## src/pkg/wdu_pkg.sv

```systemverilog
// Constants and types shared by the watchdog and urgent interrupt block
package wdu_pkg;
  // Special function register addresses
  localparam logic [7:0] ADDR_TA_KEY = 8'hC7;
  localparam logic [7:0] ADDR_WD_CTRL = 8'hD8;
  localparam logic [7:0] ADDR_WD_SEL = 8'hD9;
  localparam logic [7:0] ADDR_IRQ_EN = 8'hE8;
  localparam logic [7:0] ADDR_IRQ_PRIO = 8'hF8;
  // Watchdog control field positions
  localparam int CTRL_UNIMPL = 7;
  localparam int CTRL_POR = 6;
  localparam int CTRL_URGENT_IRQ_ENABLE = 5;
  localparam int CTRL_HPI = 4;
  localparam int CTRL_WD_IRQ_FLAG = 3;
  localparam int CTRL_WD_RESET_FLAG = 2;
  localparam int CTRL_EWT = 1;
  localparam int CTRL_RWT = 0;
  // Extended enable and priority registers
  localparam int WD_IRQ_BIT = 4;
  localparam logic [7:0] IRQ_EN_RST = 8'hEF;
  localparam logic [7:0] IRQ_PRIO_RST = 8'hEF;
  // Timed access
  localparam logic [7:0] TA_KEY_FIRST = 8'hAA;
  localparam logic [7:0] TA_KEY_SECOND = 8'h55;
  localparam logic [7:0] TA_KEY_RD = 8'hFF;
  localparam int MC_CLKS = 4;
  localparam int TA_WINDOW_MC = 3;
  localparam int TA_WINDOW_CYC = MC_CLKS * TA_WINDOW_MC;
  localparam int TA_WIN_W = 4;
  // Watchdog timing
  localparam int RST_DELAY_CYC = 512;
  localparam int DLY_W = 9;
  localparam int SEL_W = 2;
  localparam logic [SEL_W-1:0] SEL_MIN = 2'h0;
  localparam int SEL_STEP_LOG2 = 3;
  localparam int WD_BASE_LOG2 = 17;
  localparam int WD_CNT_W = 26;
  typedef enum logic [0:0] {
    WDU_TMR_RUN = 1'b0,
    WDU_TMR_PEND = 1'b1
  } wdu_tmr_state_t;
endpackage : wdu_pkg

```

## src/verilog/wdu_top.sv

```systemverilog
// Watchdog control, timed-access protection and urgent interrupt registers
// Function
// - Power-up flag set at power-on, software clears
// - Urgent input ignored while urgent enable clear
// - Urgent input sets flag; written one forces interrupt if urgent enable is written one too
// - Time-out sets watchdog interrupt flag
// - Watchdog reset sets reset flag, software clears
// - Reset enable arms time-out reset
// - Restart write clears counter, bit self-clears
// - Watchdog interrupt raised when enabled
// - Reset follows time-out by 512 clocks unless restarted
// - External reset loads 1x0x0xx0 pattern
// - Power-on sets power flag, clears reset enable
// - Any reset selects minimum time-out
// - Control bit 7 reads as one
// - Four control bits need open timed window
// - Enable register bit 4, others read high
// - Priority register bit 4, others read high
// - Machine cycle is four clocks
// - Keys AA then 55 open three-cycle window
// - Urgent interrupt ungated by global enable
`timescale 1ns/1ps
module wdu_top #(
  parameter int CNT_W = wdu_pkg::WD_CNT_W,
  parameter int BASE_LOG2 = wdu_pkg::WD_BASE_LOG2
) (
  input wire logic mclk_i,
  input wire logic rst_i,
  input wire logic ce_i,
  input wire logic ext_rst_i,
  input wire logic urgent_irq_input_i,
  input wire logic [7:0] sfr_addr_i,
  input wire logic [7:0] sfr_wdata_i,
  input wire logic sfr_wr_i,
  input wire logic sfr_rd_i,
  output logic [7:0] sfr_rdata_o,
  output logic sfr_hit_o,
  output logic urgent_irq_o,
  output logic wd_irq_o,
  output logic wd_irq_high_priority_o,
  output logic wd_reset_o,
  output logic timed_access_open_o
);
  typedef struct packed {
    logic ext_s1;
    logic ext_s2;
    logic urg_s1;
    logic urg_s2;
    logic por;
    logic urgent_irq_enable;
    logic urgent_irq_flag;
    logic wd_irq_flag;
    logic wd_reset_flag;
    logic wd_reset_enable;
    logic wd_irq_enable;
    logic wd_irq_high_priority;
    logic [wdu_pkg::SEL_W-1:0] sel;
    logic [7:0] rdata;
  } wdu_top_state_t;

  // Power-on values; every field is a constant
  localparam wdu_top_state_t RST_STATE = '{
    ext_s1: 1'b0,
    ext_s2: 1'b0,
    urg_s1: 1'b0,
    urg_s2: 1'b0,
    por: 1'b1,
    urgent_irq_enable: 1'b0,
    urgent_irq_flag: 1'b0,
    wd_irq_flag: 1'b0,
    wd_reset_flag: 1'b0,
    wd_reset_enable: 1'b0,
    wd_irq_enable: wdu_pkg::IRQ_EN_RST[wdu_pkg::WD_IRQ_BIT],
    wd_irq_high_priority: wdu_pkg::IRQ_PRIO_RST[wdu_pkg::WD_IRQ_BIT],
    sel: wdu_pkg::SEL_MIN,
    rdata: 8'h00
  };

  wdu_top_state_t q, d;

  logic ta_open;
  logic tmo;
  logic wd_rst;
  logic pending;
  logic sync_rst;
  logic wr_ctrl;
  logic wr_prot;
  logic wr_sel;
  logic wr_en;
  logic wr_prio;
  logic restart;

  // Address decode for the hit flag; the read path decodes with its own case
  function automatic logic wdu_hit_f(input logic [7:0] a);
    wdu_hit_f = (a == wdu_pkg::ADDR_TA_KEY) ||
                (a == wdu_pkg::ADDR_WD_CTRL) ||
                (a == wdu_pkg::ADDR_WD_SEL) ||
                (a == wdu_pkg::ADDR_IRQ_EN) ||
                (a == wdu_pkg::ADDR_IRQ_PRIO);
  endfunction : wdu_hit_f

  // Reserved bits of the extended registers read high
  function automatic logic [7:0] wdu_ext_byte_f(input logic [7:0] base, input logic b);
    logic [7:0] v;
    v = base;
    v[wdu_pkg::WD_IRQ_BIT] = b;
    wdu_ext_byte_f = v;
  endfunction : wdu_ext_byte_f

  function automatic logic [7:0] wdu_ctrl_byte_f(input wdu_top_state_t s);
    logic [7:0] v;
    v = 8'h00;
    v[wdu_pkg::CTRL_UNIMPL] = 1'b1;
    v[wdu_pkg::CTRL_POR] = s.por;
    v[wdu_pkg::CTRL_URGENT_IRQ_ENABLE] = s.urgent_irq_enable;
    v[wdu_pkg::CTRL_HPI] = s.urgent_irq_flag;
    v[wdu_pkg::CTRL_WD_IRQ_FLAG] = s.wd_irq_flag;
    v[wdu_pkg::CTRL_WD_RESET_FLAG] = s.wd_reset_flag;
    v[wdu_pkg::CTRL_EWT] = s.wd_reset_enable;
    v[wdu_pkg::CTRL_RWT] = 1'b0;
    wdu_ctrl_byte_f = v;
  endfunction : wdu_ctrl_byte_f

  function automatic logic [7:0] wdu_read_f(input logic [7:0] a, input wdu_top_state_t s);
    logic [7:0] v;
    v = 8'h00;
    case (a)
      wdu_pkg::ADDR_TA_KEY: v = wdu_pkg::TA_KEY_RD;
      wdu_pkg::ADDR_WD_CTRL: v = wdu_ctrl_byte_f(s);
      wdu_pkg::ADDR_WD_SEL: v[wdu_pkg::SEL_W-1:0] = s.sel;
      wdu_pkg::ADDR_IRQ_EN: v = wdu_ext_byte_f(wdu_pkg::IRQ_EN_RST, s.wd_irq_enable);
      wdu_pkg::ADDR_IRQ_PRIO: v = wdu_ext_byte_f(wdu_pkg::IRQ_PRIO_RST, s.wd_irq_high_priority);
      default: v = 8'h00;
    endcase
    wdu_read_f = v;
  endfunction : wdu_read_f

  assign wr_ctrl = sfr_wr_i && (sfr_addr_i == wdu_pkg::ADDR_WD_CTRL);
  assign wr_prot = wr_ctrl && ta_open;
  assign wr_sel = sfr_wr_i && (sfr_addr_i == wdu_pkg::ADDR_WD_SEL);
  assign wr_en = sfr_wr_i && (sfr_addr_i == wdu_pkg::ADDR_IRQ_EN);
  assign wr_prio = sfr_wr_i && (sfr_addr_i == wdu_pkg::ADDR_IRQ_PRIO);
  // Restart only counts inside the window, and never while a reset is applied
  assign restart = wr_prot && sfr_wdata_i[wdu_pkg::CTRL_RWT] && !sync_rst;
  // External pin reset is a level: it holds the sync state while asserted
  assign sync_rst = q.ext_s2 || wd_rst;

  wdu_ta_gate u_ta_gate (
    .mclk_i(mclk_i),
    .rst_i(rst_i),
    .ce_i(ce_i),
    .sync_rst_i(sync_rst),
    .wr_i(sfr_wr_i),
    .addr_i(sfr_addr_i),
    .wdata_i(sfr_wdata_i),
    .open_o(ta_open)
  );

  wdu_wd_timer #(
    .CNT_W(CNT_W),
    .BASE_LOG2(BASE_LOG2)
  ) u_wd_timer (
    .mclk_i(mclk_i),
    .rst_i(rst_i),
    .ce_i(ce_i),
    .sync_rst_i(sync_rst),
    .restart_i(restart),
    .rst_en_i(q.wd_reset_enable),
    .sel_i(q.sel),
    .timeout_o(tmo),
    .wd_rst_o(wd_rst),
    .pending_o(pending)
  );

  always_comb begin
    d = q;
    if (ce_i) begin
      // Pin inputs pass two flip-flops before use
      d.ext_s1 = ext_rst_i;
      d.ext_s2 = q.ext_s1;
      d.urg_s1 = urgent_irq_input_i;
      d.urg_s2 = q.urg_s1;
      // Unprotected control bits
      if (wr_ctrl) begin
        d.urgent_irq_enable = sfr_wdata_i[wdu_pkg::CTRL_URGENT_IRQ_ENABLE];
        d.urgent_irq_flag = sfr_wdata_i[wdu_pkg::CTRL_HPI];
        d.wd_reset_flag = sfr_wdata_i[wdu_pkg::CTRL_WD_RESET_FLAG];
      end
      // Protected control bits
      if (wr_prot) begin
        d.por = sfr_wdata_i[wdu_pkg::CTRL_POR];
        d.wd_irq_flag = sfr_wdata_i[wdu_pkg::CTRL_WD_IRQ_FLAG];
        d.wd_reset_enable = sfr_wdata_i[wdu_pkg::CTRL_EWT];
      end
      if (wr_sel) begin
        d.sel = sfr_wdata_i[wdu_pkg::SEL_W-1:0];
      end
      if (wr_en) begin
        d.wd_irq_enable = sfr_wdata_i[wdu_pkg::WD_IRQ_BIT];
      end
      if (wr_prio) begin
        d.wd_irq_high_priority = sfr_wdata_i[wdu_pkg::WD_IRQ_BIT];
      end
      // Hardware sets come after the writes so a clear never hides an event
      if (q.urgent_irq_enable && q.urg_s2) begin
        d.urgent_irq_flag = 1'b1;
      end
      if (tmo) begin
        d.wd_irq_flag = 1'b1;
      end
      // Synchronous reset: ones in the pattern are fixed, x bits untouched
      if (sync_rst) begin
        d.urgent_irq_enable = 1'b0;
        d.wd_irq_flag = 1'b0;
        d.wd_irq_enable = wdu_pkg::IRQ_EN_RST[wdu_pkg::WD_IRQ_BIT];
        d.wd_irq_high_priority = wdu_pkg::IRQ_PRIO_RST[wdu_pkg::WD_IRQ_BIT];
        d.sel = wdu_pkg::SEL_MIN;
      end
      if (wd_rst) begin
        d.wd_reset_flag = 1'b1;
      end
      if (sfr_rd_i) begin
        d.rdata = wdu_read_f(sfr_addr_i, q);
      end
    end
  end

  always_ff @(posedge mclk_i or posedge rst_i) begin
    if (rst_i) begin
      q <= RST_STATE;
    end else begin
      q <= d;
    end
  end

  assign sfr_rdata_o = q.rdata;
  assign sfr_hit_o = wdu_hit_f(sfr_addr_i);
  // No global enable term: the core must not mask this request
  assign urgent_irq_o = q.urgent_irq_enable && q.urgent_irq_flag;
  assign wd_irq_o = q.wd_irq_flag && q.wd_irq_enable;
  assign wd_irq_high_priority_o = q.wd_irq_high_priority;
  assign wd_reset_o = wd_rst;
  assign timed_access_open_o = ta_open;
endmodule : wdu_top

```

## src/verilog/wdu_ta_gate.sv

```systemverilog
// Timed-access key detector and protected write window
`timescale 1ns/1ps
module wdu_ta_gate (
  input wire logic mclk_i,
  input wire logic rst_i,
  input wire logic ce_i,
  input wire logic sync_rst_i,
  input wire logic wr_i,
  input wire logic [7:0] addr_i,
  input wire logic [7:0] wdata_i,
  output logic open_o
);
  typedef struct packed {
    logic armed;
    logic [wdu_pkg::TA_WIN_W-1:0] win;
  } wdu_ta_state_t;
  wdu_ta_state_t q, d;
  logic key_wr;
  assign key_wr = wr_i && (addr_i == wdu_pkg::ADDR_TA_KEY);
  always_comb begin
    d = q;
    if (ce_i) begin
      if (sync_rst_i) begin
        d = '0;
      end else begin
        if (q.win != '0) begin
          d.win = q.win - 1'b1;
        end
        // Any other write between the two keys breaks the pair
        if (wr_i) begin
          d.armed = key_wr && (wdata_i == wdu_pkg::TA_KEY_FIRST);
          if (q.armed && key_wr && (wdata_i == wdu_pkg::TA_KEY_SECOND)) begin
            d.win = wdu_pkg::TA_WIN_W'(wdu_pkg::TA_WINDOW_CYC);
          end
        end
      end
    end
  end
  always_ff @(posedge mclk_i or posedge rst_i) begin
    if (rst_i) begin
      q <= '0;
    end else begin
      q <= d;
    end
  end
  assign open_o = (q.win != '0);
endmodule : wdu_ta_gate

```

## src/verilog/wdu_wd_timer.sv

```systemverilog
// Watchdog counter, time-out detection and delayed reset
`timescale 1ns/1ps
module wdu_wd_timer #(
  parameter int CNT_W = wdu_pkg::WD_CNT_W,
  parameter int BASE_LOG2 = wdu_pkg::WD_BASE_LOG2
) (
  input wire logic mclk_i,
  input wire logic rst_i,
  input wire logic ce_i,
  input wire logic sync_rst_i,
  input wire logic restart_i,
  input wire logic rst_en_i,
  input wire logic [wdu_pkg::SEL_W-1:0] sel_i,
  output logic timeout_o,
  output logic wd_rst_o,
  output logic pending_o
);
  localparam logic [wdu_pkg::DLY_W-1:0] DLY_LAST = wdu_pkg::DLY_W'(wdu_pkg::RST_DELAY_CYC - 1);
  typedef struct packed {
    wdu_pkg::wdu_tmr_state_t st;
    logic [CNT_W-1:0] cnt;
    logic [wdu_pkg::DLY_W-1:0] dly;
    logic tmo;
    logic wdr;
  } wdu_tmr_t;
  wdu_tmr_t q, d;
  // Top selection wraps to all ones, so the counter needs no spare bit
  function automatic logic [CNT_W-1:0] wdu_limit_f(input logic [wdu_pkg::SEL_W-1:0] s);
    wdu_limit_f = (CNT_W'(1) << (BASE_LOG2 + wdu_pkg::SEL_STEP_LOG2 * int'(s))) - CNT_W'(1);
  endfunction : wdu_limit_f
  logic hit;
  assign hit = (q.cnt >= wdu_limit_f(sel_i));
  always_comb begin
    d = q;
    d.tmo = 1'b0;
    d.wdr = 1'b0;
    if (ce_i) begin
      if (sync_rst_i || restart_i) begin
        d.cnt = '0;
        d.dly = '0;
        d.st = wdu_pkg::WDU_TMR_RUN;
      end else begin
        d.cnt = q.cnt + 1'b1;
        case (q.st)
          wdu_pkg::WDU_TMR_RUN: begin
            if (hit && rst_en_i) begin
              d.st = wdu_pkg::WDU_TMR_PEND;
              d.dly = '0;
            end
          end
          wdu_pkg::WDU_TMR_PEND: begin
            d.dly = q.dly + 1'b1;
            if (q.dly == DLY_LAST) begin
              d.st = wdu_pkg::WDU_TMR_RUN;
              d.wdr = rst_en_i;
            end
          end
          default: d.st = wdu_pkg::WDU_TMR_RUN;
        endcase
        if (hit) begin
          d.cnt = '0;
          d.tmo = 1'b1;
        end
      end
    end
  end
  always_ff @(posedge mclk_i or posedge rst_i) begin
    if (rst_i) begin
      q <= '0;
    end else begin
      q <= d;
    end
  end
  assign timeout_o = q.tmo;
  assign wd_rst_o = q.wdr;
  assign pending_o = (q.st == wdu_pkg::WDU_TMR_PEND);
endmodule : wdu_wd_timer

```

## config.mk

```make
export PLATFORM = sky130hd
export DESIGN_NAME = wdu_top
export DESIGN_NICKNAME = d
export VERILOG_FILES = /design/src/pkg/wdu_pkg.sv /design/src/verilog/wdu_top.sv /design/src/verilog/wdu_ta_gate.sv /design/src/verilog/wdu_wd_timer.sv
export SDC_FILE = /design/constraint.sdc
export NUM_CORES = 1
export LEC_CHECK = 0
export ABC_AREA = 1
export BUFFER_PORTS_ARGS = -buffer_cell sky130_fd_sc_hd__clkbuf_2
export CAP_MARGIN = 5
export CORE_MARGIN = 2
export CORE_UTILIZATION = 46
export CTS_CLUSTER_SIZE = 28
export DETAILED_ROUTE_END_ITERATION = 8
export GPL_ROUTABILITY_DRIVEN = 0
export GPL_TIMING_DRIVEN = 0
export PLACE_DENSITY_LB_ADDON = 0.15
export SLEW_MARGIN = 25
export SYNTH_ARGS = -nofsm -noshare
export SYNTH_HDL_FRONTEND = slang
export SYNTH_SLANG_ARGS = --single-unit
export TNS_END_PERCENT = 10
```

## constraint.sdc

```tcl
create_clock -name mclk_i -period 3.8 [get_ports mclk_i]
set_input_delay 1.14 -clock mclk_i [delete_from_list [all_inputs] [get_ports mclk_i]]
set_output_delay 1.14 -clock mclk_i [all_outputs]
set_load 0.02 [all_outputs]
```

# == After elaboration in Yosys (flattened, before gate mapping) ==
# Cells that the tools add are included.
# word_totals
regBits,65
in_bits,23
wordCells,112
# op_classes
addsub,5
multipliers,1
order_cmp,1
eq_ne,9
shifts,1
n_mux,30
bitwise_logic,1
n_reduce_logical,43
# ops
cell,n
8-bit == test (second input constant),6
36-bit two-way mux,1
6-bit by 32-bit adder with 32-bit output (first input constant),1
1-bit by 32-bit << shifter with 26-bit output (first input constant),1
26-bit by 1-bit adder with 26-bit output (second input constant),1
26-bit greater-or-equal comparator,1
26-bit two-way mux,1
26-bit by 2-bit subtractor with 26-bit output (second input constant),1
6-bit one-hot mux with 4 select lines,1
2-bit AND reduction,11
9-bit one-hot mux with 2 select lines,1
1-bit logical AND,15
1-bit two-way mux,14
2-bit nonzero test,7
4-bit two-way mux,3
5-bit two-way mux,2
9-bit by 1-bit adder with 9-bit output (second input constant),1
9-bit == test (second input constant),1
9-bit two-way mux,1
8-bit by 7-bit == test with 1-bit output (second input constant),1
2-bit two-way mux,4
1-bit logical OR,6
2-bit one-hot mux with 3 select lines,1
2-bit by 2-bit multiplier with 4-bit output (first input constant),1
other kinds (8),8

# == Logic depth before layout (Yosys ltp) ==
# Gate-level depths: netlist (run 1).
# depth
word_depth,9
ltp_mapped,28
ltp_nobuf,27

# == Modules after synthesis ==
# From an unflattened synthesis (run 1), not the netlist that was laid out.
# hier_totals
hier_cells,585
area_unflattened_um2,4246.6
# modules_own_cells
mod,n_inst,cells_each,area_per_inst_um2,seq_area_each_um2
wdu_wd_timer,1,332,2514.9,950.9
wdu_top,1,190,1338.8,551.8
wdu_ta_gate,1,63,392.9,125.1

# == Least setup slack after synthesis (run 1) ==
# OpenSTA, ideal clock, no wires.
# synth_timing
path_type,flip-flop to flip-flop
startpoint,register q[9] (netlist name)
endpoint,register u_wd_timer.q[17] (netlist name)
setup_time_ps,120
arrival_time_ps,2994
required_ps,3680
setup_slack_ps,686
stages_incl_launch_ff,27
period_less_slack_ps,3114
path_cell_list,dfrtp_1 > inv_1 > ha_1 > inv_1 > nor2_1 > nand2_1 > inv_1 > nand2_1 > ha_1 > nor2_1 > nor2_1 > xor2_1 > ha_1 > nand2_1 > nor2_1 > nand2_1 > nor2_1 > nand3_1 > nand2_1 > inv_1 > nand3_1 > inv_1 > nand2_1 > nand2_1 > inv_2 > buf_6 > nor2_1
# synth_via
elab_chain_cells,7
# synth_rtl
item,line_no,text
from (decl),wdu_top.sv:79,"wdu_top_state_t q, d;"
from (signal assigned),wdu_top.sv:230,q <= RST_STATE;
from (signal assigned),wdu_top.sv:232,q <= d;
2-bit by 2-bit multiplier with 4-bit output,wdu_wd_timer.sv:29,wdu_limit_f = (CNT_W'(1) << (BASE_LOG2 + wdu_pkg::SEL_STEP_LOG2 * int'(s))) - CNT_W'(1);
6-bit by 32-bit adder with 32-bit output,wdu_wd_timer.sv:29,
1-bit by 32-bit << shifter with 26-bit output,wdu_wd_timer.sv:29,
26-bit by 2-bit subtractor with 26-bit output,wdu_wd_timer.sv:29,
26-bit greater-or-equal comparator,wdu_wd_timer.sv:32,assign hit = (q.cnt >= wdu_limit_f(sel_i));
26-bit two-way mux,wdu_wd_timer.sv:60,if (hit) begin
36-bit two-way mux,wdu_wd_timer.sv:38,if (sync_rst_i || restart_i) begin
to (signal assigned),wdu_wd_timer.sv:69,q <= '0;
to (signal assigned),wdu_wd_timer.sv:71,q <= d;
to (decl),wdu_wd_timer.sv:26,"wdu_tmr_t q, d;"
# No other way between the ends.
# A chain may end at the register's enable or synchronous reset.

# == Final worst setup path (run 1) ==
# layout_timing
startpoint,input sfr_addr_i[6]
endpoint,output sfr_hit_o
# layout_via
elab_chain_cells,5
word_cells_on_any_way,9
# layout_rtl
item,line_no,text
from (decl),wdu_top.sv:32,"input wire logic [7:0] sfr_addr_i,"
8-bit == test (on tied branches),"wdu_top.sv:95, wdu_top.sv:96",
1-bit logical OR,wdu_top.sv:95,wdu_hit_f = (a == wdu_pkg::ADDR_TA_KEY) ||
1-bit logical OR,wdu_top.sv:96,(a == wdu_pkg::ADDR_WD_CTRL) ||
1-bit logical OR,wdu_top.sv:97,(a == wdu_pkg::ADDR_WD_SEL) ||
1-bit logical OR (*),wdu_top.sv:98,(a == wdu_pkg::ADDR_IRQ_EN) ||
to (decl),wdu_top.sv:37,"output logic sfr_hit_o,"
# Every way passes the cells marked *; elsewhere a longest branch is shown, timed or not.

==> impl_metrics.yaml, run 1 <==
run_status:
  outcome: "finished, final reports clean"
global_routing:
  grt_overflow_total: 0
  grt_pass1_vias: 4008
  grt_max_degree: 52
  grt_use_met1_pct: 28.2
  grt.busiest_layer: "met2"
  antenna_found_initial: 0
  grt_pass1_wl_mm: 18.7
  met3_usage_pct: 5.64
  use_met2_pct: 33.1
  track_usage_pct: 21.3
job:
  cap_violations: 0
final_layout:
  syn2layout_area_growth_pct: 14.7
  fillCellCount: 964
  diodes: 0
  layout-drive-gt1-share_pct: 15.6
  fin_cells: 808
  final_cell_mix: "nand2_1, inv_1, dfrtp_1"
  stdcell_area_um2: 5320
  post-route-util_pct: 54.5
  nNetsFinal: 731
  mostFrequentLayoutCell: "nand2_1"
logic_synthesis:
  yosys_warnings: 0
  synth.distinct_cells: 44
  synth_top_area_cell: "dfrtp_1"
  netlist_area_um2: 4640
  synth_top_cells_by_area: "dfrtp_1, nand2_1, ha_1"
  syn_area_per_cell_um2: 7.54
  synth-edff-count: 0
  synth-seq-cells: 65
  ys.flop_type: "dfrtp_1"
  syn_nets: 677
  yosysTopAreaCellShare_pct: 34.5
  ys_seq_area_share_pct: 35.1
  syn-instance-count: 616
  ys_async_sr_fraction_pct: 100
clock_network:
  cts.sinks: 65
  cts_tree: "done"
  htree_levels: 3
  path_clk_slew_ns: 0.07
  root_buffer: "clkbuf_8"
  insertion_delay_ns: 0.38
  clockBufferDepth: 2
  cts_made_buffers: 9
place:
  io_buffers: 36
  placed_area_um2: 5020
  dp.cells: 786
  dp_hpwl_mm: 8.42
  pre_cts_slack_ns: 0.0177
setup_path:
  timing_worst_setup_path_type: "in -> out"
  arrival_ns: 2.30
  crit_fanout: 6
  endpoint_kind: "output port"
  start_kind: "input port"
  cp.required_ns: 2.66
routing:
  via_per_inst: 5.21
  wl_per_cell_um: 13.7
  ant_nets: 0
  drc: 0
  drt_iter0_drc: 135
  vias: 4207
  first_pass_iters: 5
  wl_mm: 11.1
floorplanning:
  boundaryPins: 37
  num_rows: 36
  fp.dieH_um: 104
  coreArea_um2: 9770
  die-area_um2: 10900
  start_util_pct: 47.5
  die_w_um: 104
sta:
  fin_crit_sh_pct: 90.5
  setup_ws_ns: 0.362
  final-setup-viol-count: 0
  fin_crit_ns: 3.44
  rsz0062_at_grt: "no"
  hold_violations: 0
  tightest_slew_ns: 0.563
  whs_ns: 0.479
  fmax_mhz: 291
  slew_headroom_pct: 62.1
  finalClockSkew_ns: 0.0168
  slew_violations: 0
  setup_tns_ns: 0
power_and_ir_drop:
  p_total_mw: 1.93
  switching_share_pct: 35.9
  p_clk_share_pct: 31.3
  p_leak_nw: 2.71
  p_int_mw: 1.24
  p_per_area_nw_per_um2: 362
  max-vdd-ir-drop_v: 0.000211
  p_seq_share_pct: 41.9
  p_comb_share_pct: 26.8
  p_sw_mw: 0.691
min_path:
  min_path_type: "reg -> reg"
power by group through the flow:
stage | Clock, mW | Combinational [mW] | Sequential (mW)
5_1_grt | 0.648 | 0.588 | 0.813
3_3_place_gp | 0 | 0.465 | 0.815
6_report | 0.603 | 0.516 | 0.808
2_1_floorplan | 0 | 0.358 | 0.803
4_1_cts | 0.622 | 0.491 | 0.806
3_5_place_dp | 0 | 0.487 | 0.817
cell families (layout without fill, tap and decap cells):
kind of cell | count (synthesis) | after routing | share of synthesized area [%]
buf+inv | 103 | 162 | 9.38
xor+xnor | 36 | 36 | 6.79
flops | 65 | 65 | 35.1
compound gates | 71 | 71 | 8.90
fa+ha+maj | 38 | 38 | 10.2
other cells | 1 | 1 | 0.0808
simple gates | 301 | 301 | 29.3
mux | 1 | 1 | 0.216
Yosys cell counts, drive strengths merged (2+ instances only):
library cell / count
a21o: 2
a21oi: 15
a22oi: 2
a32oi: 2
buf: 11
clkbuf: 6
dfrtp: 64
ha: 38
inv: 86
nand2: 151
nand3: 38
nand4: 14
nor2: 71
nor3: 17
nor3b: 2
nor4: 6
o2111ai: 2
o21ai: 34
o22ai: 6
xnor2: 11
xor2: 25
final cells by class:
type | instances | area, um^2 | share of cell area [%]
Multi-Input combinational cell | 448 | 2630 | 49.5
Sequential cell | 65 | 1630 | 30.6
Inverter | 86 | 330 | 6.21
Timing Repair Buffer | 43 | 253 | 4.75
Tap cell | 133 | 166 | 3.13
Clock buffer | 10 | 128 | 2.40
Buffer | 17 | 116 | 2.19
Clock inverter | 6 | 66.3 | 1.25
worst paths after layout:
kind | slack [ns] | startpoint | cells past startpoint | end
worst max-delay path | 0.36 | sfr_addr_i[6] | 10 | sfr_hit_o
worst min-delay path | 0.48 | sfr_rdata_o[4] | 2 | sfr_rdata_o[4]
worst max register to register | 0.37 | q[8] | 24 | u_wd_timer.q[30]
worst min register to register | 0.48 | sfr_rdata_o[4] | 2 | sfr_rdata_o[4]
max in group asynchronous | 2.55 | rst_i | 3 | q[17]
min in group asynchronous | 0.67 | rst_i | 2 | u_wd_timer.q[23]
registers in the layout (all words and copies together), names as in the netlist:
signal,flops
u_wd_timer.wd_rst_o,1
wd_irq_high_priority_o,1
u_wd_timer.pending_o,1
u_ta_gate.q,5
u_wd_timer.timeout_o,1
q,13
u_wd_timer.q,35
sfr_rdata_o,8
routing by layer:
metal / wire, um / up-vias
met5: 0 / -
met4: 189 / 0
met3: 479 / 13
met2: 5200 / 91
met1: 5220 / 1995
li1: - / 2108
repair_timing:
item / in CTS / in global routing
setup endpoints to repair: 2 / 37
pin swaps: 0 / 3
hold buffers: 0 / 0
buffers inserted: 0 / 6
gates resized for setup: 2 / 19
critical path, cell delays in order:
cell and delay, ns:
clkbuf_2 0.08, nand2_2 0.06, inv_2 0.07, nand3_1 0.08, nor3_2 0.27, inv_1 0.12, nand2_2 0.13, inv_1 0.09
nand3_1 0.07, clkbuf_2 0.17
Power figures use the tool's default switching activity.
==> run 2, diff against run 1 <==
--- a/config.mk
+++ b/config.mk
@@ -6,10 +6,12 @@
 export NUM_CORES = 1
 export LEC_CHECK = 0
 export ABC_AREA = 1
-export BUFFER_PORTS_ARGS = -buffer_cell sky130_fd_sc_hd__clkbuf_2
-export CAP_MARGIN = 5
+export BUFFER_PORTS_ARGS = -buffer_cell sky130_fd_sc_hd__buf_4
+export CAP_MARGIN = 0
+export CELL_PAD_IN_SITES_DETAIL_PLACEMENT = 0
+export CELL_PAD_IN_SITES_GLOBAL_PLACEMENT = 1
 export CORE_MARGIN = 2
-export CORE_UTILIZATION = 46
+export CORE_UTILIZATION = 45
 export CTS_CLUSTER_SIZE = 28
 export DETAILED_ROUTE_END_ITERATION = 8
 export GPL_ROUTABILITY_DRIVEN = 0
==> run 2 against run 1 <==
Against the previous run:
- final area grew 1.3%
- power grew 0.35%
- critical path type unchanged
- register-to-register slack lost 0.03 ns
==> impl_metrics.yaml, run 2 (synthesized netlist as in run 1, its figures left out) <==
clock_network:
  cts.sinks: 65
  clockBufferDepth: 2
  htree_levels: 3
  cts_made_buffers: 9
  insertion_delay_ns: 0.34
  cts_tree: "done"
  root_buffer: "clkbuf_8"
  path_clk_slew_ns: 0.08
job:
  cap_violations: 0
routing:
  wl_per_cell_um: 14.0
  ant_nets: 0
  via_per_inst: 5.10
  vias: 4119
  drt_iter0_drc: 216
  wl_mm: 11.3
  first_pass_iters: 4
  drc: 0
setup_path:
  r2r-start: "q[8]"
  endpoint_kind: "output port"
  crit_start: "sfr_addr_i[5]"
  crit_fanout: 4
  max_stage_delay_ns: 0.50
  arrival_ns: 2.36
  worstPathCellList: "buf_4, inv_1, nand3_2, nor4_1, inv_1, nand3_1, buf_4"
  worstRegToRegCells: 22
  cp.required_ns: 2.66
  slowest_stage: "nor4_1"
  timing_worst_setup_path_type: "in -> out"
  start_kind: "input port"
final_layout:
  largest_reg_flops: 35
  syn2layout_area_growth_pct: 16.2
  stdcell_area_um2: 5390
  nNetsFinal: 728
  seq_area_um2: 1630
  multi_input_area_um2: 2640
  mostFrequentLayoutCell: "nand2_1"
  regMostFlops: "u_wd_timer.q"
  fillCellCount: 1025
  final_cell_mix: "nand2_1, inv_1, dfrtp_1"
  diodes: 0
  post-route-util_pct: 53.0
  layout-drive-gt1-share_pct: 15.8
min_path:
  min_path_type: "reg -> reg"
  hp-start: "u_wd_timer.q[10]"
  min_path_cells: 2
floorplanning:
  die_w_um: 106
  num_rows: 37
  boundaryPins: 37
  coreArea_um2: 10200
  start_util_pct: 45.6
  die-area_um2: 11100
  fp.dieH_um: 106
global_routing:
  grt_pass1_wl_mm: 19.5
  grt_overflow_total: 0
  antenna_found_initial: 0
  track_usage_pct: 21.7
  grt_max_degree: 42
  grt_pass1_vias: 4141
sta:
  hold_violations: 0
  tightest_slew_ns: 0.649
  setup_ws_ns: 0.298
  slew_violations: 0
  fin_crit_ns: 3.50
  fmax_mhz: 286
  fin_crit_sh_pct: 92.2
  finalClockSkew_ns: 0.00922
  final-setup-viol-count: 0
  slew_headroom_pct: 56.4
run_status:
  outcome: "finished, final reports clean"
place:
  placed_area_um2: 5100
  pre_cts_slack_ns: -0.195
  dp_hpwl_mm: 8.80
  io_buffers: 36
power_and_ir_drop:
  p_per_area_nw_per_um2: 358
  p_total_mw: 1.93
  p_leak_nw: 2.71
  max-vdd-ir-drop_v: 0.000285
[run 2: repair_timing]
| action | in CTS | in global routing |
|---|---|---|
| pin swaps | 0 | 1 |
| hold buffers | 0 | 0 |
| setup buffers | 0 | 3 |
| setup endpoints to repair | 34 | 36 |
| gates resized for setup | 7 | 19 |
[run 2: path summary, 6_finish.rpt]
path	slack [ns]	endpoint
setup reg to reg	0.34	u_wd_timer.q[2]
max in group asynchronous	2.45	q[17]
min in group asynchronous	0.76	u_wd_timer.pending_o
hold / removal	0.48	u_wd_timer.q[10]
hold reg to reg	0.48	u_wd_timer.q[10]
setup / recovery	0.30	sfr_hit_o
[run 2: worst max-delay path, delay by kind of cell]
family	cells	cell delay [ns]
AND/OR/NAND/NOR	3	0.72
buffers and inverters	4	0.49
[run 2: per-layer routing]
layer	global-route usage (%)	wire length [um]
met2	37.7	5590
met4	7.14	181
met5	0	0
met3	2.04	253
met1	28.4	5280
[run 2: power by group]
| group | switching, mW | leakage (nW) | internal (mW) |
|---|---|---|---|
| Clock | 0.281 | 0.0953 | 0.319 |
| Combinational | 0.333 | 1.75 | 0.192 |
| Sequential | 0.0605 | 0.871 | 0.747 |
| Total | 0.675 | 2.71 | 1.26 |
[run 2: final cells by class]
cell class | instances | area share, %
well taps | 136 | 3.15
inverters | 86 | 6.12
plain buffers | 17 | 2.09
clock buffers | 11 | 2.62
repair buffers | 40 | 5.80
flip-flops and latches | 65 | 30.2
clock inverters | 5 | 1.02
multi-input cells | 448 | 49.0
[run 2: through the flow]
step / hold WS, ns / TNS (ns) / instances
global route: 0.519 / -0.0150 / 808
CTS: 0.487 / 0 / 805
finish: 0.484 / 0 / 808
floorplan: 0.446 / 0 / 616
global placement: 0.461 / -2.07 / 788
detailed placement: 0.468 / -4.41 / 789
